[src/design/pmer_cfg.svh]
// Offsets, reset values, field positions and timing figures of the NVM reprogram block.
// Assumes inclusion by bare name from the package, NVM store and top design files and from the test files; the guard makes that safe.
`ifndef PMER_CFG_SVH
`define PMER_CFG_SVH

// ****************************************
// Bus address and register offsets
// ****************************************
`define PMER_I2C_ADDR 7'h24
`define PMER_OFF_KEY 8'h0B
`define PMER_OFF_BUCK1 8'h0E
`define PMER_OFF_BUCK2 8'h0F
`define PMER_OFF_BUCK3 8'h10
`define PMER_OFF_SLEW 8'h11
`define PMER_OFF_LIN1 8'h12
`define PMER_OFF_LIN2 8'h13
`define PMER_OFF_SW1 8'h14
`define PMER_OFF_SW2 8'h15
`define PMER_OFF_EN 8'h16
`define PMER_OFF_UVTH 8'h18
`define PMER_OFF_SEQUENCE_CFG_1 8'h19
`define PMER_OFF_SEQUENCE_CFG_2 8'h1A
`define PMER_OFF_SEQUENCE_CFG_3 8'h1B
`define PMER_OFF_SEQUENCE_CFG_4 8'h1C
`define PMER_OFF_SEQUENCE_CFG_5 8'h1D
`define PMER_OFF_SEQUENCE_CFG_6 8'h1E
`define PMER_OFF_TEST 8'h2C
`define PMER_OFF_NSW1 8'h49
`define PMER_OFF_NSW2 8'h4A
`define PMER_OFF_NCHG 8'h4B

// ****************************************
// Factory values and nonvolatile bit masks
// ****************************************
`define PMER_DEF_KEY 8'h00
`define PMER_DEF_TEST 8'h00
`define PMER_DEF_BUCK1 8'h12
`define PMER_DEF_BUCK2 8'h08
`define PMER_DEF_BUCK3 8'h08
`define PMER_DEF_SLEW 8'h06
`define PMER_DEF_LIN1 8'h09
`define PMER_DEF_LIN2 8'h38
`define PMER_DEF_SW1 8'h26
`define PMER_DEF_SW2 8'h3F
`define PMER_DEF_EN 8'h7F
`define PMER_DEF_UVTH 8'h00
`define PMER_DEF_SEQUENCE_CFG_1 8'h15
`define PMER_DEF_SEQUENCE_CFG_2 8'h5F
`define PMER_DEF_SEQUENCE_CFG_3 8'h32
`define PMER_DEF_SEQUENCE_CFG_4 8'h40
`define PMER_DEF_SEQUENCE_CFG_5 8'h20
`define PMER_DEF_SEQUENCE_CFG_6 8'h00
`define PMER_DEF_NSW1 8'h18
`define PMER_DEF_NSW2 8'h18
`define PMER_DEF_NCHG 8'h31
`define PMER_MASK_BUCK1 8'hFE
`define PMER_MASK_BUCK2 8'hFE
`define PMER_MASK_SLEW 8'hBF
`define PMER_MASK_FULL 8'hFF

// ****************************************
// Fields and timing
// ****************************************
`define PMER_KEY_XOR 8'h7D
`define PMER_PROG_BIT 4
`define PMER_BUSY_BIT 7
`define PMER_EN_BIT_BUCK1 4
`define PMER_EN_BIT_BUCK2 3
`define PMER_EN_BIT_BUCK3 2
`define PMER_EN_BIT_LIN1 1
`define PMER_EN_BIT_LIN2 0
`define PMER_EN_BIT_LIN3 6
`define PMER_EN_BIT_SW2 5
`define PMER_SEQ_EXCLUDED 4'h0
`define PMER_SEQ_LAST 4'hF
`define PMER_CLK_MHZ 100
`define PMER_PROG_TIME_US 5000
`define PMER_STROBE_TIME_US 1000

`endif

[src/design/pmer_top_end.sv]
// Holds no logic; the block is complete without it.

[src/design/pmer_pkg.sv]
// Types and slot tables shared by the NVM reprogram block.
// Assumes the configuration header is on the include path.
`include "pmer_cfg.svh"

package pmer_pkg;
	localparam int PMER_NSLOT = 19;
	localparam int PMER_NRAIL = 7;
	localparam int PMER_SLOT_EN = 8;
	localparam int PMER_SLOT_SEQUENCE_CFG_1 = 10;
	localparam int PMER_SLOT_SEQUENCE_CFG_2 = 11;
	localparam int PMER_SLOT_SEQUENCE_CFG_3 = 12;
	localparam int PMER_SLOT_SEQUENCE_CFG_4 = 13;

	typedef logic [7:0] pmer_byte_t;
	typedef pmer_byte_t [PMER_NSLOT-1:0] pmer_image_t;

	typedef struct packed {
		logic [3:0] buck1_strobe_select;
		logic [3:0] buck2_strobe_select;
		logic [3:0] buck3_strobe_select;
		logic [3:0] linreg1_strobe_select;
		logic [3:0] linreg2_strobe_select;
		logic [3:0] linreg3_strobe_select;
		logic [3:0] second_switch_rail;
	} pmer_rail_strobe_t;

	typedef struct packed {
		logic start;
		logic stop;
		logic rise;
		logic fall;
		logic sda;
	} pmer_bus_evt_t;

	typedef struct packed {
		logic stb;
		pmer_byte_t off;
		pmer_byte_t data;
	} pmer_wr_t;

	typedef enum logic [3:0] {
		I2C_IDLE, I2C_ADDR, I2C_AACK, I2C_WBYTE, I2C_WACK, I2C_RDATA, I2C_RACK
	} pmer_i2c_state_t;

	localparam pmer_byte_t PMER_SLOT_OFF [PMER_NSLOT] = '{
		`PMER_OFF_BUCK1, `PMER_OFF_BUCK2, `PMER_OFF_BUCK3, `PMER_OFF_SLEW, `PMER_OFF_LIN1,
		`PMER_OFF_LIN2, `PMER_OFF_SW1, `PMER_OFF_SW2, `PMER_OFF_EN, `PMER_OFF_UVTH,
		`PMER_OFF_SEQUENCE_CFG_1, `PMER_OFF_SEQUENCE_CFG_2, `PMER_OFF_SEQUENCE_CFG_3, `PMER_OFF_SEQUENCE_CFG_4, `PMER_OFF_SEQUENCE_CFG_5,
		`PMER_OFF_SEQUENCE_CFG_6, `PMER_OFF_NSW1, `PMER_OFF_NSW2, `PMER_OFF_NCHG};
	localparam pmer_byte_t PMER_SLOT_DEF [PMER_NSLOT] = '{
		`PMER_DEF_BUCK1, `PMER_DEF_BUCK2, `PMER_DEF_BUCK3, `PMER_DEF_SLEW, `PMER_DEF_LIN1,
		`PMER_DEF_LIN2, `PMER_DEF_SW1, `PMER_DEF_SW2, `PMER_DEF_EN, `PMER_DEF_UVTH,
		`PMER_DEF_SEQUENCE_CFG_1, `PMER_DEF_SEQUENCE_CFG_2, `PMER_DEF_SEQUENCE_CFG_3, `PMER_DEF_SEQUENCE_CFG_4, `PMER_DEF_SEQUENCE_CFG_5,
		`PMER_DEF_SEQUENCE_CFG_6, `PMER_DEF_NSW1, `PMER_DEF_NSW2, `PMER_DEF_NCHG};
	localparam pmer_byte_t PMER_SLOT_MASK [PMER_NSLOT] = '{
		`PMER_MASK_BUCK1, `PMER_MASK_BUCK2, `PMER_MASK_FULL, `PMER_MASK_SLEW,
		`PMER_MASK_FULL, `PMER_MASK_FULL, `PMER_MASK_FULL, `PMER_MASK_FULL,
		`PMER_MASK_FULL, `PMER_MASK_FULL, `PMER_MASK_FULL, `PMER_MASK_FULL,
		`PMER_MASK_FULL, `PMER_MASK_FULL, `PMER_MASK_FULL, `PMER_MASK_FULL,
		`PMER_MASK_FULL, `PMER_MASK_FULL, `PMER_MASK_FULL};
	// Slots reloaded by an undervoltage reset: converter and regulator setpoints
	localparam logic [PMER_NSLOT-1:0] PMER_SLOT_RAIL = 19'h000F7;
	// Enable register bit of each rail, in strobe struct order (first field first)
	localparam int PMER_RAIL_EN_BIT [PMER_NRAIL] = '{
		`PMER_EN_BIT_BUCK1, `PMER_EN_BIT_BUCK2, `PMER_EN_BIT_BUCK3, `PMER_EN_BIT_LIN1,
		`PMER_EN_BIT_LIN2, `PMER_EN_BIT_LIN3, `PMER_EN_BIT_SW2};
endpackage

[src/design/pmer_nvm.sv]
// Nonvolatile image store with a timed commit of the EEPROM-backed registers.
// Assumes commit_i is a one-cycle pulse from logic on the same clock.
`include "pmer_cfg.svh"

module pmer_nvm
	import pmer_pkg::*;
#(
	parameter int PROG_CYCLES = `PMER_PROG_TIME_US * `PMER_CLK_MHZ
) (
	// Clock and reset
	input wire logic sys_clk_i,
	input wire logic rst_n_i,
	// Commit request
	input wire logic commit_i,
	input wire pmer_image_t image_i,
	// Stored image
	output pmer_image_t image_o,
	output logic busy_o
);
	pmer_image_t nvm_ff;
	pmer_image_t nxt_nvm;
	pmer_image_t snap_ff;
	pmer_image_t nxt_snap;
	logic busy_ff;
	logic nxt_busy;
	logic [31:0] tmr_ff;
	logic [31:0] nxt_tmr;

	// ****************************************
	// Commit timer
	// ****************************************
	// Snapshot at the start so edits during the write cannot tear the image
	always_comb begin
		nxt_nvm = nvm_ff;
		nxt_snap = snap_ff;
		nxt_busy = busy_ff;
		nxt_tmr = tmr_ff;
		if (busy_ff) begin
			if (tmr_ff == 32'(PROG_CYCLES - 1)) begin
				nxt_nvm = snap_ff;
				nxt_busy = 1'b0;
			end else begin
				nxt_tmr = tmr_ff + 32'h1;
			end
		end else if (commit_i) begin
			nxt_snap = image_i;
			nxt_busy = 1'b1;
			nxt_tmr = 32'h0;
		end
	end

	always_ff @(posedge sys_clk_i or negedge rst_n_i) begin
		if (!rst_n_i) begin
			for (int i = 0; i < PMER_NSLOT; i++) begin
				nvm_ff[i] <= PMER_SLOT_DEF[i];
				snap_ff[i] <= PMER_SLOT_DEF[i];
			end
			busy_ff <= 1'b0;
			tmr_ff <= 32'h0;
		end else begin
			nvm_ff <= nxt_nvm;
			snap_ff <= nxt_snap;
			busy_ff <= nxt_busy;
			tmr_ff <= nxt_tmr;
		end
	end

	assign image_o = nvm_ff;
	assign busy_o = busy_ff;
endmodule // pmer_nvm

[src/design/pmer_top.sv]
// Register side of a power-manager NVM reprogram path: I2C slave, protected
// register file, EEPROM commit, undervoltage reload and strobe sequencer.
// Assumes scl/sda and the supervisor inputs are asynchronous pins.
`include "pmer_cfg.svh"

module pmer_top
	import pmer_pkg::*;
#(
	parameter int PROG_CYCLES = `PMER_PROG_TIME_US * `PMER_CLK_MHZ,
	parameter int STROBE_CYCLES = `PMER_STROBE_TIME_US * `PMER_CLK_MHZ
) (
	// Clock and reset
	input wire logic sys_clk_i,
	input wire logic rst_n_i,
	// I2C pins
	input wire logic scl_i,
	input wire logic sda_i,
	output logic sda_o,
	output logic sda_oe_o,
	// Supervisor and power events
	input wire logic uv_fault_i,
	input wire logic power_cycle_i,
	input wire logic power_on_i,
	// Rail control
	output logic [PMER_NRAIL-1:0] rail_on_o,
	output pmer_rail_strobe_t rail_strobe_o,
	output pmer_image_t live_regs_o,
	output logic prog_mode_o,
	output logic nvm_busy_o
);
	// ****************************************
	// Pin synchronisers
	// ****************************************
	logic [4:0] sync1_ff;
	logic [4:0] sync2_ff;
	logic [4:0] prev_ff;
	pmer_bus_evt_t evt;
	logic uv_rise;
	logic pwr_rise;
	logic pwr_on;

	always_ff @(posedge sys_clk_i or negedge rst_n_i) begin
		if (!rst_n_i) begin
			sync1_ff <= 5'h03;
			sync2_ff <= 5'h03;
			prev_ff <= 5'h03;
		end else begin
			sync1_ff <= {power_on_i, power_cycle_i, uv_fault_i, sda_i, scl_i};
			sync2_ff <= sync1_ff;
			prev_ff <= sync2_ff;
		end
	end

	always_comb begin
		evt.rise = sync2_ff[0] & ~prev_ff[0];
		evt.fall = ~sync2_ff[0] & prev_ff[0];
		evt.start = sync2_ff[0] & prev_ff[0] & prev_ff[1] & ~sync2_ff[1];
		evt.stop = sync2_ff[0] & prev_ff[0] & ~prev_ff[1] & sync2_ff[1];
		evt.sda = sync2_ff[1];
	end
	assign uv_rise = sync2_ff[2] & ~prev_ff[2];
	assign pwr_rise = sync2_ff[3] & ~prev_ff[3];
	assign pwr_on = sync2_ff[4];

	// ****************************************
	// Register read mux
	// ****************************************
	pmer_image_t vol_ff;
	pmer_byte_t key_ff;
	logic prog_ff;
	logic nvm_busy;
	pmer_byte_t ptr_ff;
	pmer_byte_t rd_data;

	always_comb begin
		rd_data = 8'h00;
		if (ptr_ff == `PMER_OFF_KEY) begin
			rd_data = key_ff;
		end else if (ptr_ff == `PMER_OFF_TEST) begin
			rd_data[`PMER_PROG_BIT] = prog_ff;
			rd_data[`PMER_BUSY_BIT] = nvm_busy;
		end
		for (int i = 0; i < PMER_NSLOT; i++) begin
			if (ptr_ff == PMER_SLOT_OFF[i]) begin
				rd_data = vol_ff[i];
			end
		end
	end

	// ****************************************
	// I2C slave
	// ****************************************
	pmer_i2c_state_t state_ff;
	pmer_i2c_state_t nxt_state;
	logic [3:0] cnt_ff;
	logic [3:0] nxt_cnt;
	pmer_byte_t sh_ff;
	pmer_byte_t nxt_sh;
	pmer_byte_t rsh_ff;
	pmer_byte_t nxt_rsh;
	pmer_byte_t nxt_ptr;
	logic rw_ff;
	logic nxt_rw;
	logic first_ff;
	logic nxt_first;
	logic nack_ff;
	logic nxt_nack;
	logic oe_ff;
	logic nxt_oe;
	pmer_wr_t wr_ff;
	pmer_wr_t nxt_wr;

	always_comb begin
		nxt_state = state_ff;
		nxt_cnt = cnt_ff;
		nxt_sh = sh_ff;
		nxt_rsh = rsh_ff;
		nxt_ptr = ptr_ff;
		nxt_rw = rw_ff;
		nxt_first = first_ff;
		nxt_nack = nack_ff;
		nxt_oe = oe_ff;
		nxt_wr = '0;
		if (evt.stop) begin
			nxt_state = I2C_IDLE;
			nxt_oe = 1'b0;
		end else if (evt.start) begin
			nxt_state = I2C_ADDR;
			nxt_cnt = 4'h0;
			nxt_oe = 1'b0;
		end else begin
			case (state_ff)
				I2C_ADDR, I2C_WBYTE: begin
					if (evt.rise) begin
						nxt_sh = {sh_ff[6:0], evt.sda};
						nxt_cnt = cnt_ff + 4'h1;
					end else if (evt.fall && cnt_ff == 4'h8) begin
						nxt_cnt = 4'h0;
						if (state_ff == I2C_WBYTE) begin
							nxt_oe = 1'b1;
							nxt_state = I2C_WACK;
							if (first_ff) begin
								nxt_ptr = sh_ff;
							end else begin
								nxt_wr = '{stb: 1'b1, off: ptr_ff, data: sh_ff};
								nxt_ptr = 8'(ptr_ff + 8'h1);
							end
						end else if (sh_ff[7:1] == `PMER_I2C_ADDR) begin
							nxt_oe = 1'b1;
							nxt_rw = sh_ff[0];
							nxt_state = I2C_AACK;
						end else begin
							nxt_state = I2C_IDLE;
						end
					end
				end
				I2C_AACK, I2C_WACK: begin
					if (evt.fall) begin
						nxt_cnt = 4'h0;
						if (state_ff == I2C_AACK && rw_ff) begin
							nxt_rsh = rd_data;
							nxt_oe = ~rd_data[7];
							nxt_state = I2C_RDATA;
						end else begin
							nxt_oe = 1'b0;
							nxt_first = (state_ff == I2C_AACK);
							nxt_state = I2C_WBYTE;
						end
					end
				end
				I2C_RDATA: begin
					if (evt.rise) begin
						nxt_cnt = cnt_ff + 4'h1;
					end else if (evt.fall) begin
						if (cnt_ff == 4'h8) begin
							nxt_oe = 1'b0;
							nxt_state = I2C_RACK;
						end else begin
							nxt_rsh = {rsh_ff[6:0], 1'b0};
							nxt_oe = ~rsh_ff[6];
						end
					end
				end
				I2C_RACK: begin
					if (evt.rise) begin
						nxt_nack = evt.sda;
						nxt_ptr = 8'(ptr_ff + 8'h1);
					end else if (evt.fall) begin
						nxt_cnt = 4'h0;
						if (nack_ff) begin
							nxt_state = I2C_IDLE;
						end else begin
							nxt_rsh = rd_data;
							nxt_oe = ~rd_data[7];
							nxt_state = I2C_RDATA;
						end
					end
				end
				default: begin
					nxt_state = I2C_IDLE;
				end
			endcase
		end
	end

	always_ff @(posedge sys_clk_i or negedge rst_n_i) begin
		if (!rst_n_i) begin
			state_ff <= I2C_IDLE;
			cnt_ff <= 4'h0;
			sh_ff <= 8'h00;
			rsh_ff <= 8'h00;
			ptr_ff <= 8'h00;
			rw_ff <= 1'b0;
			first_ff <= 1'b0;
			nack_ff <= 1'b0;
			oe_ff <= 1'b0;
			wr_ff <= '0;
		end else begin
			state_ff <= nxt_state;
			cnt_ff <= nxt_cnt;
			sh_ff <= nxt_sh;
			rsh_ff <= nxt_rsh;
			ptr_ff <= nxt_ptr;
			rw_ff <= nxt_rw;
			first_ff <= nxt_first;
			nack_ff <= nxt_nack;
			oe_ff <= nxt_oe;
			wr_ff <= nxt_wr;
		end
	end

	// ****************************************
	// Protected register file
	// ****************************************
	pmer_image_t nxt_vol;
	pmer_image_t nvm_image;
	pmer_byte_t nxt_key;
	logic nxt_prog;
	logic commit_ff;
	logic nxt_commit;
	logic unlocked;

	assign unlocked = (key_ff == (wr_ff.off ^ `PMER_KEY_XOR));

	// A key is spent by the next write of any kind, so a stale key cannot open
	// a second register
	always_comb begin
		nxt_vol = vol_ff;
		nxt_key = key_ff;
		nxt_prog = prog_ff;
		nxt_commit = 1'b0;
		if (uv_rise) begin
			nxt_key = `PMER_DEF_KEY;
			for (int i = 0; i < PMER_NSLOT; i++) begin
				if (PMER_SLOT_RAIL[i]) begin
					nxt_vol[i] = (nvm_image[i] & PMER_SLOT_MASK[i]) |
						(PMER_SLOT_DEF[i] & ~PMER_SLOT_MASK[i]);
				end
			end
		end else if (pwr_rise) begin
			nxt_key = `PMER_DEF_KEY;
			nxt_prog = 1'b0;
			for (int i = 0; i < PMER_NSLOT; i++) begin
				nxt_vol[i] = (nvm_image[i] & PMER_SLOT_MASK[i]) |
					(PMER_SLOT_DEF[i] & ~PMER_SLOT_MASK[i]);
			end
		end else if (wr_ff.stb) begin
			if (wr_ff.off == `PMER_OFF_KEY) begin
				nxt_key = wr_ff.data;
			end else begin
				nxt_key = `PMER_DEF_KEY;
				if (unlocked) begin
					if (wr_ff.off == `PMER_OFF_TEST) begin
						nxt_prog = wr_ff.data[`PMER_PROG_BIT];
						nxt_commit = wr_ff.data[`PMER_PROG_BIT] & ~prog_ff;
					end
					for (int i = 0; i < PMER_NSLOT; i++) begin
						if (wr_ff.off == PMER_SLOT_OFF[i] && !nvm_busy) begin
							nxt_vol[i] = wr_ff.data;
						end
					end
				end
			end
		end
	end

	always_ff @(posedge sys_clk_i or negedge rst_n_i) begin
		if (!rst_n_i) begin
			for (int i = 0; i < PMER_NSLOT; i++) begin
				vol_ff[i] <= PMER_SLOT_DEF[i];
			end
			key_ff <= `PMER_DEF_KEY;
			prog_ff <= 1'b0;
			commit_ff <= 1'b0;
		end else begin
			vol_ff <= nxt_vol;
			key_ff <= nxt_key;
			prog_ff <= nxt_prog;
			commit_ff <= nxt_commit;
		end
	end

	pmer_nvm #(
		.PROG_CYCLES(PROG_CYCLES)
	) u_nvm (
		.sys_clk_i(sys_clk_i),
		.rst_n_i(rst_n_i),
		.commit_i(commit_ff),
		.image_i(vol_ff),
		.image_o(nvm_image),
		.busy_o(nvm_busy)
	);

	// ****************************************
	// Strobe sequencer
	// ****************************************
	// Steps up while power is requested and down otherwise, so turn-off runs
	// in the reverse order of turn-on
	pmer_rail_strobe_t strobe;
	logic [3:0] step_ff;
	logic [3:0] nxt_step;
	logic [31:0] stmr_ff;
	logic [31:0] nxt_stmr;
	logic [PMER_NRAIL-1:0] rail_ff;
	logic [PMER_NRAIL-1:0] nxt_rail;
	logic [PMER_NRAIL*4-1:0] fields;

	assign strobe = {vol_ff[PMER_SLOT_SEQUENCE_CFG_1], vol_ff[PMER_SLOT_SEQUENCE_CFG_2], vol_ff[PMER_SLOT_SEQUENCE_CFG_3],
		vol_ff[PMER_SLOT_SEQUENCE_CFG_4][7:4]};
	assign fields = strobe;

	always_comb begin
		nxt_step = step_ff;
		nxt_stmr = stmr_ff;
		if ((pwr_on && step_ff != `PMER_SEQ_LAST) || (!pwr_on && step_ff != 4'h0)) begin
			if (stmr_ff == 32'(STROBE_CYCLES - 1)) begin
				nxt_stmr = 32'h0;
				nxt_step = pwr_on ? 4'(step_ff + 4'h1) : 4'(step_ff - 4'h1);
			end else begin
				nxt_stmr = stmr_ff + 32'h1;
			end
		end else begin
			nxt_stmr = 32'h0;
		end
	end

	genvar r;
	generate
		for (r = 0; r < PMER_NRAIL; r++) begin : g_rail
			logic [3:0] sel;
			logic en;
			assign sel = fields[(PMER_NRAIL-1-r)*4 +: 4];
			assign en = vol_ff[PMER_SLOT_EN][PMER_RAIL_EN_BIT[r]];
			// Excluded rails follow their enable bit alone
			assign nxt_rail[PMER_NRAIL-1-r] = (sel == `PMER_SEQ_EXCLUDED) ? en :
				(en && step_ff >= sel);
		end
	endgenerate

	always_ff @(posedge sys_clk_i or negedge rst_n_i) begin
		if (!rst_n_i) begin
			step_ff <= 4'h0;
			stmr_ff <= 32'h0;
			rail_ff <= '0;
		end else begin
			step_ff <= nxt_step;
			stmr_ff <= nxt_stmr;
			rail_ff <= nxt_rail;
		end
	end

	// ****************************************
	// Outputs
	// ****************************************
	assign sda_o = 1'b0;
	assign sda_oe_o = oe_ff;
	assign rail_on_o = rail_ff;
	assign rail_strobe_o = strobe;
	assign live_regs_o = vol_ff;
	assign prog_mode_o = prog_ff;
	assign nvm_busy_o = nvm_busy;
endmodule // pmer_top

[config.mk]
export PLATFORM = sky130hd
export DESIGN_NAME = pmer_top
export DESIGN_NICKNAME = d
export VERILOG_FILES = /design/src/design/pmer_top_end.sv /design/src/design/pmer_pkg.sv /design/src/design/pmer_nvm.sv /design/src/design/pmer_top.sv
export VERILOG_INCLUDE_DIRS = /design/src /design/src/design
export SDC_FILE = /design/constraint.sdc
export NUM_CORES = 1
export LEC_CHECK = 0
export BUFFER_PORTS_ARGS = -buffer_cell sky130_fd_sc_hd__clkbuf_2
export CAP_MARGIN = 20
export CORE_MARGIN = 2
export CORE_UTILIZATION = 30
export DETAILED_ROUTE_END_ITERATION = 8
export MAX_ROUTING_LAYER = met4
export SLEW_MARGIN = 0
export SYNTH_ARGS = -nofsm -noshare
export SYNTH_HDL_FRONTEND = slang
export SYNTH_SLANG_ARGS = --single-unit
[constraint.sdc]
create_clock -name sys_clk_i -period 2.2 [get_ports sys_clk_i]
set_input_delay 0.44 -clock sys_clk_i [delete_from_list [all_inputs] [get_ports sys_clk_i]]
set_output_delay 0.44 -clock sys_clk_i [all_outputs]
set_load 0.02 [all_outputs]
### Yosys cells after proc, flatten, opt, wreduce, memory -nomap -nowiden

Cells that the tools add are included.

| word-level totals | value |
|---|---|
| flip-flop bits (word level) | 608 |
| word-level logic and storage cells | 447 |
| input bits | 7 |

| operators by class | value |
|---|---|
| mux-type cells | 140 |
| order comparisons | 7 |
| bitwise operators | 27 |
| eq/ne operators | 82 |
| add/subtract/negate cells | 6 |
| reductions and logical operators | 105 |

Operator list:

| cell | number |
|---|---|
| $mux 152 | 4 |
| $mux 8 | 47 |
| $eq 8x5->1 const B | 28 |
| $mux 32 | 6 |
| $mux 17 | 7 |
| $reduce_and 5->1 | 15 |
| $mux 4 | 18 |
| $add 32x1->32 const B | 2 |
| $mux 7 | 8 |
| $eq 8x4->1 const B | 6 |
| $eq 8x7->1 const B | 6 |
| $ne 4x4->1 const B | 11 |
| $mux 1 | 39 |
| $reduce_and 4->1 | 9 |
| $reduce_bool 2->1 | 17 |
| $eq 32x17->1 const B | 1 |
| $eq 32x19->1 const B | 1 |
| $pmux 4 s4 | 2 |
| $logic_and 1x1->1 | 30 |
| $reduce_bool 3->1 | 10 |
| $ge 4x4->1 | 7 |
| $logic_not 4->1 | 7 |
| $ne 2x2->1 const B | 14 |
| $mux 24 | 1 |
| other kinds (31) | 71 |

### Logic depth before layout (Yosys ltp)

Gate-level depths: netlist of the first run.

| logic depth | value |
|---|---|
| depth in word-level cells | 29 |
| mapped depth | 11 |
| gate-level depth less buffers | 9 |

### Modules after synthesis

From an unflattened synthesis of the first run, not the netlist that was laid out.

| unflattened totals | value |
|---|---|
| cell total of the unflattened synthesis | 2,883 |
| area, all modules | 29,249.3 sq um |

By module, submodules not included:

| module | area an instance (sq um) | times used | cells an instance | seq. area each (sq um) |
|---|---|---|---|---|
| pmer_top | 15,533.6 | 1 | 1,689 | 6,824.0 |
| pmer_nvm | 13,715.7 | 1 | 1,194 | 8,553.2 |

### Least setup slack after synthesis of the first run

Ideal clock, no wire load.

| timing | value |
|---|---|
| path kind | reg2reg |
| start | register ptr_ff[1] |
| end | register rsh_ff[5] |
| data required time | 2.080 ns |
| arrival time | 2.111 ns |
| clock period less this slack | 2.232 ns |
| cell stages (with the launch flop) | 12 |
| slack | -0.032 ns |
| cells stage by stage | dfrtp_1 -> inv_1 -> ha_1 -> clkbuf_1 -> inv_1 -> buf_2 -> nor2_1 -> a221o_1 -> o21ai_0 -> o221ai_1 -> a22o_1 -> a41o_1 |

| between the ends | value |
|---|---|
| longest elaborated chain between the ends | 25 |
| elaborated cells between the ends (all ways) | 46 |
| those cells by class | eq/ne (20); mux (26) |

RTL lines:

| what | line | text |
|---|---|---|
| start, declared | pmer_top.sv:72 | `pmer_byte_t ptr_ff;` |
| start signal, assigned | pmer_top.sv:223 | `ptr_ff <= nxt_ptr;` |
| $eq 8x4->1 (no line) | - |  |
| $mux 2 | pmer_top.sv:77 | `` if (ptr_ff == `PMER_OFF_KEY) begin `` |
| $mux 8 (18 in series) | pmer_top.sv:84 | `if (ptr_ff == PMER_SLOT_OFF[i]) begin` |
| $mux 8 (*) | pmer_top.sv:84 |  |
| $mux 7 | pmer_top.sv:190 | `if (nack_ff) begin` |
| $mux 7 | pmer_top.sv:188 | `end else if (evt.fall) begin` |
| $mux 7 | pmer_top.sv:185 | `if (evt.rise) begin` |
| $pmux 7 s3 (*) | pmer_top.sv:132 | `case (state_ff)` |
| end signal, assigned | pmer_top.sv:222 | `rsh_ff <= nxt_rsh;` |
| end, declared | pmer_top.sv:99 | `pmer_byte_t rsh_ff;` |

Every way passes the cells marked *; elsewhere a longest branch is shown, timed or not. The select of a mux whose other input is x is not followed.
A chain may end at the register's enable or synchronous reset.

### Worst setup path after layout of the first run

| timing | value |
|---|---|
| start | register u_nvm.tmr_ff[29] |
| end | register u_nvm.nvm_ff (netlist bit u_nvm.image_o[96]) |

| between the ends | value |
|---|---|
| longest elaborated chain between the ends | 2 |

RTL lines:

| what | line | text |
|---|---|---|
| start, declared | pmer_nvm.sv:26 | `logic [31:0] tmr_ff;` |
| start signal, assigned | pmer_nvm.sv:64 | `tmr_ff <= nxt_tmr;` |
| $eq 32x19->1 | pmer_nvm.sv:39 | `if (tmr_ff == 32'(PROG_CYCLES - 1)) begin` |
| $reduce_and 2->1 (no line) | - |  |
| end signal, assigned by index | pmer_nvm.sv:55 | `nvm_ff[i] <= PMER_SLOT_DEF[i];` |
| end signal, assigned | pmer_nvm.sv:61 | `nvm_ff <= nxt_nvm;` |
| end, declared | pmer_nvm.sv:20 | `pmer_image_t nvm_ff;` |

No other way between the ends.

==> results.txt, run 1 <==
Setup repair after global routing could not meet its margin everywhere. In this run switching power makes up 25.2% of total power. In the routed design, unresolved DRC markers number 0. The number of hold violations in the final report was 0.

The tools report the total nets after synthesis as 2608. The final reports fail on negative setup slack. The final max-slew violation count was 0. The logs give 37200 sq um for the final design area excluding fillers and 72 for the maximum number of pins on one net before global-route repair. Walking the worst path, the cells encountered are nor4b_2, nand2_1, nor4_2, and2_4, buf_12, buf_12, mux2_2. The total power per unit cell area was 675 nW/um^2; the final instance count without filler cells was 4300. The pre-antenna-repair detailed-routing pass consisted of 6 iterations. The total power draw is 25.1 mW. Yosys mapped the design onto 90 distinct sky130hd cell types. By area, the combinational part of the netlist is dominated by multiplexers. For this block, wires on met1 add up to 43700 um. After clock tree synthesis, the clock-pin slew on the worst setup and hold paths is 0.06 ns. Routed signal wires occupy layers up through met4. The post-placement worst setup slack was -0.410 ns. The placed instance count was 4131.

Internal power comes to 18.8 mW. The logs give 32900 sq um for the cell area reported after detailed placement and 1850 for the initial DRC count. After technology mapping, the gate count stands at 2562. The average cell area after synthesis came out at 11.0 sq um.

The die is 311 um wide. Classification of the worst-slack hold path: reg2reg. The first global-routing pass estimated 143000 um of wire.

The number of antenna violations at the first check in global routing came out at 0. The critical path startpoint category is a flip-flop. The average via count per standard cell was 5.16. The signed area change from the synthesized netlist to the final layout works out to 31.7%. Counting stages on the worst path, the most repeated cell is sky130_fd_sc_hd__buf_12. For this design, the sink count on the clock tree is 601.

The number of levels the H-tree was split into is 3. The tools report the number of core rows as 112. The post-synthesis share of cell area spent on and, or, nand and nor gates came out at 12.4%. Once detailed placement completed, the half-perimeter wirelength came to 68600 um. The tools report the number of buffers on the longest clock path as 3.

The multiplexer share of the synthesized area was 14.0%; the number of CTS-inserted buffers was 69. The largest single stage delay on the critical path is 0.43 ns. The register area is 15200 sq um, and the synthesized-area fraction occupied by xor and xnor cells is 1.33%. The wire length per cell came out at 22.6 um. The number of buffers inserted by port buffering was 196; the final layout net count was 3036. The run gives 22200 as the total via count in the routed design. The post-synthesis cell area came out at 28200 sq um. The layout has 9060 filler cells.

After global routing the overflow that remains totals 0. The largest individual stage delay along the critical path comes from the cell sky130_fd_sc_hd__dfrtp_1. For the standby leakage power, the log shows 16.9 nW. Cell at the root of the clock tree: sky130_fd_sc_hd__clkbuf_16. The worst path in the final design needs a cycle of 2.28 ns, including I/O delays and setup. TritonCTS built the clock tree. After synthesis, flip-flops and latches occupy 53.9% of the total area. Once the floorplan was initialized, standard cells occupied 30.3% of the core.

The area of combinational cells with multiple inputs was 13300 sq um; the combined global-route utilization of all metal layers was 20.0%. Summing the areas of all fa, ha and maj instances in the mapped netlist gives 1.75% of the synthesized area. The tools report the detailed route wirelength on metal2 as 44100 um.

The endpoint required time on the critical path is 2.70 ns, and the share of the synthesized area in compound gates (AO/OA/AOI/OAI) is 12.7%. Based on the critical path, the design can be clocked at up to 0.439 GHz. The worst setup path is captured at a flip-flop. Cells with a size suffix above 1 make up 42.3% of the layout. The tools report the headroom to the max-slew limit as 64.1%. The critical path is of the reg2reg type. For the worst setup path, the data arrival time is 2.77 ns. The worst supply voltage drop on vdd is 0.537 mV. The total area inside the core boundary comes to 93300 sq um.

Cells fill 39.8% of the core in the end. The floorplan die height was 311 um; the clock share of power was 47.0%. The tool flagged a number of max-cap violations equal to 0. The repair_antennas step left the layout with diodes totalling 0. The final layout contains routed wiring with a total length of 97000 um. Setup violations remaining at the end of the flow were counted as 118. Number of top-level pins: 198. Per report_power, the sequential group accounts for 46.5% of the total.

The share of the cycle needed by the critical path after routing is 104%. Number of global-route vias before repair: 21600. The slew at the pin closest to its max-slew limit is 0.538 ns, and the smallest hold slack is 0.356 ns. In this run, synthesis produced a sequential element count of 601.

The switching power total came out at 6.32 mW. The area enclosed by the die boundary was 96600 sq um; the final RePlAce weighted congestion was 0.950. Along the worst path, the maximum fanout reaches 15.

The total of warnings raised by yosys was 0; the minimum setup slack in the final design was -0.0780 ns. The count of nets left with antenna violations once routing finished came out at 0. The flow ran to the end, but the final reports show violations. The final-layout setup total negative slack was -4.00 ns; the number of enable flip-flop cells after synthesis was 0. For the setup skew after layout, the log shows 0.0327 ns.

Clock latency on the worst-skew pair, taken at its later pin, is 0.63 ns. Wire segments on met3 add up to 5840 um in the final route. Combinational cells account for 6.5% of the total power. In the synthesized netlist the dominant register cell turns out to be sky130_fd_sc_hd__dfrtp_1.

Of all flip-flops after synthesis, the portion carrying an async set or reset was 100%.
layer usage:
| layer | vias to the layer above | global-route usage [%] |
|---|---|---|
| met5 | - | - |
| met4 | 0 | 6.91 |
| met3 | 155 | 3.65 |
| met2 | 692 | 30.2 |
| met1 | 11400 | 27.0 |
| li1 | 9998 | - |
layout make-up:
class | instances | share of cell area (%)
flip-flops and latches | 601 | 41.0
clock inverters | 27 | 0.774
multi-input cells | 1731 | 35.9
repair buffers | 545 | 12.2
inverters | 42 | 0.458
clock buffers | 100 | 5.50
well taps | 1254 | 4.22
cell families after synthesis:
group,count (synthesis)
other,1
DFF,601
AOI/OAI and AO/OA,588
adders and majority gates,39
buffers and inverters,230
and+or+nand+nor,702
xor gates and xnor gates,43
muxes,358
placed cells by master, fill, tap and decap left out, types with 16 or more instances in the layout:
master                        n
sky130_fd_sc_hd__mux2_2     180
sky130_fd_sc_hd__dfstp_2    150
sky130_fd_sc_hd__mux2i_1     68
sky130_fd_sc_hd__xor2_1      26
sky130_fd_sc_hd__dfrtp_1    446
sky130_fd_sc_hd__buf_4      250
sky130_fd_sc_hd__nand2b_1    24
sky130_fd_sc_hd__mux2_4     102
sky130_fd_sc_hd__nand2_1    219
sky130_fd_sc_hd__nor2_1     162
sky130_fd_sc_hd__clkbuf_16   74
sky130_fd_sc_hd__buf_12      52
sky130_fd_sc_hd__o21ai_0    150
sky130_fd_sc_hd__nor3_1      19
sky130_fd_sc_hd__o22ai_1     17
sky130_fd_sc_hd__nor4_1      22
sky130_fd_sc_hd__a31oi_1     16
sky130_fd_sc_hd__o21ai_1     49
sky130_fd_sc_hd__a21oi_1    158
sky130_fd_sc_hd__nor2b_1     25
sky130_fd_sc_hd__clkbuf_8    18
sky130_fd_sc_hd__buf_6       27
sky130_fd_sc_hd__nand3_1     63
sky130_fd_sc_hd__inv_1       37
sky130_fd_sc_hd__clkbuf_2   195
sky130_fd_sc_hd__and2_1      33
sky130_fd_sc_hd__ha_1        34
sky130_fd_sc_hd__o22ai_2     18
power groups by stage:
stage          clock [mW]  combinational [mW]  sequential [mW]
2_1_floorplan           0               0.642             11.8
3_3_place_gp            0                1.56             11.9
3_5_place_dp            0                1.57             11.9
4_1_cts              12.0                1.59             11.7
5_1_grt              12.5                1.78             11.7
6_report             11.8                1.63             11.7
flip-flops by register name, indices dropped and copies added, names as in the netlist, 3 cells and up:
name and count:
sync1_ff 5, live_regs_o 152, sh_ff 8, wr_ff 17
stmr_ff 32, rsh_ff 7, state_ff 3, key_ff 8
sync2_ff 5, ptr_ff 8, cnt_ff 4, u_nvm.image_o 149
u_nvm.snap_ff 149, u_nvm.tmr_ff 32, prev_ff 4, rail_on_o 7
step_ff 4
critical path: cells and delay by family, from the launching register on:
kind	cells	cell delay, ns
buffers and inverters	2	0.36
DFF	1	0.43
muxes	1	0.34
and+or+nand+nor	4	1.02
cell usage after synthesis (all sizes together), types with 18 or more instances:
| library cell | n | area share, % |
|---|---|---|
| nand3 | 68 | 1.3 |
| o21ai | 213 | 3.8 |
| a31oi | 19 | 0.42 |
| buf | 89 | 2.0 |
| xor2 | 26 | 0.81 |
| nor2b | 27 | 0.60 |
| nand4 | 18 | 0.61 |
| a211oi | 21 | 0.56 |
| mux2 | 289 | 12 |
| clkbuf | 99 | 1.3 |
| ha | 38 | 1.7 |
| a22oi | 19 | 0.51 |
| nand2 | 226 | 3.0 |
| nor3 | 31 | 0.62 |
| nor2 | 181 | 2.6 |
| nand2b | 28 | 0.63 |
| dfstp | 150 | 14 |
| a21oi | 174 | 3.1 |
| dfrtp | 451 | 40 |
| nor4 | 32 | 0.78 |
| and2 | 34 | 0.75 |
| mux2i | 69 | 2.4 |
| o22ai | 39 | 0.89 |
| inv | 41 | 0.54 |
final timing paths:
kind,end,startpoint,cells past startpoint,slack [ns]
min in group asynchronous,key_ff[5],rst_n_i,2,0.41
worst min-delay path,sync2_ff[1],sync1_ff[1],0,0.36
worst min register to register,sync2_ff[1],sync1_ff[1],0,0.36
worst max register to register,u_nvm.image_o[96],u_nvm.tmr_ff[29],7,-0.08
max in group asynchronous,u_nvm.image_o[97],rst_n_i,3,0.92
worst max-delay path,u_nvm.image_o[96],u_nvm.tmr_ff[29],7,-0.08
repair_timing:
action	CTS	global route
endpoints found under the setup margin	195	326
pin swaps	35	77
buffers inserted	19	14
gates cloned	0	7
gates resized for setup	185	202
hold buffers	6	0
hold endpoints to repair	21	0
Power figures use the tool's default switching activity.
==> inputs of run 2 (changes only) <==
==> constraint.sdc (replaced) <==
create_clock -name sys_clk_i -period 2.6 [get_ports sys_clk_i]
set_input_delay 0.52 -clock sys_clk_i [delete_from_list [all_inputs] [get_ports sys_clk_i]]
set_output_delay 0.52 -clock sys_clk_i [all_outputs]
set_load 0.02 [all_outputs]
==> run 2 against run 1 <==
Effect of this change:
- the flow now finishes without violations
- total power shrank 15%
- maximum frequency shrank 11%
- critical path type unchanged
- sequential power shrank 15%
- count of clock-buffer cells in the layout rose by 1
- first-iteration DRC count increased by 6.6%
- clock skew fell by 0.0018 ns
- largest power group unchanged
- sequential cell count is the same
- cell area down 8.5%
- combinational power is 26% lower
==> results.txt, run 2 (synthesized netlist as in run 1, its figures left out) <==
The most frequent standard cell in the layout excluding fill and tap cells was sky130_fd_sc_hd__dfrtp_1. For this run the aggregate overflow at the end of global routing stands at 0. The logs give 0.63 ns for the source-to-sink clock delay at the later pin of the worst-skew pair and 46.6% for the proportion of power drawn by flip-flops and latches. Based on the critical path, the design can be clocked at up to 0.393 GHz. The classification of the worst-slack hold path was reg2reg.

Entering global routing, the biggest net connects 119 pins. Leaving out fill and tap cells, the most frequent cells in the layout are sky130_fd_sc_hd__dfrtp_1, sky130_fd_sc_hd__mux2_2, sky130_fd_sc_hd__nand2_1. The switching part of the total power is 24.6%, and the worst supply voltage drop on vdd is 0.481 mV. The clock share of power was 47.8%.

The filler cell count in the final layout was 9323; the final RePlAce weighted congestion was 0.954. The proportion of power drawn by combinational gates is 5.6%. The cell at the root of the clock tree is sky130_fd_sc_hd__clkbuf_16. The die is 311 um tall. The H-tree was split into 3 levels. The run finished with clean final reports. The standby leakage power was 15.6 nW. For this design the ratio of total power to cell area is 626 nW/um^2. By startpoint and endpoint, the worst setup path is classified as reg2reg.

The clock edge transition at the registers on the reported setup and hold paths is 0.07 ns. During placement, the flow inserted port buffers numbering 196. The tightest hold path in the finished design has a slack of 0.351 ns.

The register with the most flip-flops in the layout has 152 of them. Data on the critical path arrives at its endpoint at 3.03 ns. After detailed routing, the number of vias per cell comes to 5.12. The run gives 0 as the number of remaining DRC errors.

Number of CTS-inserted buffers: 70. The floorplan step defined a die boundary enclosing 96600 sq um. STA puts the critical path data required time at 3.09 ns. The wire length of the first global-routing pass is 137000 um, and the core box area is 93300 sq um.

The slew at the pin closest to its max-slew limit was 0.870 ns. The final max-slew violation count was 0. Across the routed clock network, the largest skew measured is 0.0309 ns.

Peak fanout along the critical path: 7. STA classifies the critical path endpoint as a flip-flop. The number of hold violations in the final report was 0.

The wire length per cell was 22.0 um. The run gives 0 as the final-report setup violation count. Global routing used 19.2% of the available tracks across all layers.

Internal power comes to 16.0 mW. 0 antenna diodes ended up in the layout. The count of nets left with antenna violations once routing finished came out at 0. For this design the total switching power over the nets is 5.24 mW.

Setup repair after global routing left no endpoint under its margin. Across all layers, the routed design uses 21100 vias. The tools report the number of global-route vias before repair as 20600. The clock drives 601 sinks. For this configuration, the core starts out at a cell density of 30.3%. TritonCTS built the clock tree. Measured against its own limit, the worst slew margin works out to 41.6%. The half-perimeter wire length after detailed placement came out at 65400 um. Across the run, the number of max-cap violations was 0.

The share of the cycle needed by the critical path after routing works out to 98.0%. For the number of top-level pins, the log shows 198. The final period demand of the worst path is 2.55 ns.

The tools report the critical path startpoint category as a flip-flop. The logs give 2862 for the final layout net count and 3 for the number of buffers on the longest clock path. Adding up every negative setup slack in the final design gives 0 ns. The floorplan has 112 rows. Wires add up to 90600 um.

The number of antenna violations at the first check in global routing was 0. The post-route netlist has 33.3% of its cells at a drive strength greater than 1. The signed area change from the synthesized netlist to the final layout is 20.4%, and the number of iterations in the first detailed-routing pass is 5. Measured along the x axis, the die boundary spans 311 um. The initial DRC count is 1973.
==> run 2: path summary, 6_finish.rpt <==
kind | slack, ns | end | cells past startpoint | from
hold / removal | 0.35 | sync2_ff[4] | 0 | sync1_ff[4]
setup / recovery | 0.05 | rsh_ff[1] | 9 | ptr_ff[1]
max in group asynchronous | 1.23 | prev_ff[1] | 3 | rst_n_i
setup reg to reg | 0.05 | rsh_ff[1] | 9 | ptr_ff[1]
min in group asynchronous | 0.50 | key_ff[2] | 2 | rst_n_i
hold reg to reg | 0.35 | sync2_ff[4] | 0 | sync1_ff[4]
==> run 2: worst max-delay path, stage by stage (launching register included) <==
cell                       delay [ns]
sky130_fd_sc_hd__dfrtp_1         0.45
sky130_fd_sc_hd__ha_1            0.28
sky130_fd_sc_hd__nand2b_1        0.26
sky130_fd_sc_hd__buf_4           0.19
sky130_fd_sc_hd__o22ai_1         0.17
sky130_fd_sc_hd__o21ai_0         0.18
sky130_fd_sc_hd__o22ai_1         0.18
sky130_fd_sc_hd__nand2_1         0.09
sky130_fd_sc_hd__a211oi_2        0.41
sky130_fd_sc_hd__o221ai_1        0.19
==> run 2: through the flow <==
step | util, % | total power, mW | std cells | setup slack [ns] | instance area, sq um
floorplan | - | 10.5 | 2562 | 0.368 | 28200
global placement | 33.7 | 11.3 | 3990 | -0.0262 | 31500
detailed placement | 33.7 | 11.3 | 3990 | -0.0408 | 31500
CTS | 36.4 | 21.5 | 4125 | 0.0133 | 33900
global route | 36.4 | 22.0 | 4127 | 0.0316 | 34000
finish | 36.4 | 21.3 | 4127 | 0.0526 | 34000
==> run 2: routing by layer <==
metal | track usage (%) | part of all wire [%]
met1 | 26.4 | 46
met3 | 3.42 | 6.3
met2 | 28.4 | 45
met5 | - | 0
met4 | 6.75 | 3.1
==> run 2: layout make-up <==
cell class	instances	area, sq um	area share [%]
clock buffers	101	2060	6.06
multi-input cells	1731	12000	35.3
inverters	42	161	0.475
clock inverters	28	320	0.942
well taps	1254	1570	4.61
repair buffers	370	2660	7.83
flip-flops and latches	601	15200	44.8
==> run 2: timing repair <==
| action | in CTS | in global routing |
|---|---|---|
| endpoints found under the hold margin | 30 | 0 |
| pin swaps | 0 | 0 |
| hold buffers | 6 | 0 |
| endpoints found under the setup margin | 3 | 36 |
| resized for setup | 4 | 10 |
| setup buffers | 0 | 2 |
==> run 2: power by group through the flow <==
stage	Combinational, mW	Sequential (mW)	Clock, mW
floorplan	0.543	10.0	0
global placement	1.19	10.1	0
detailed placement	1.21	10.1	0
CTS	1.22	9.91	10.4
global route	1.33	9.93	10.8
finish	1.20	9.91	10.2
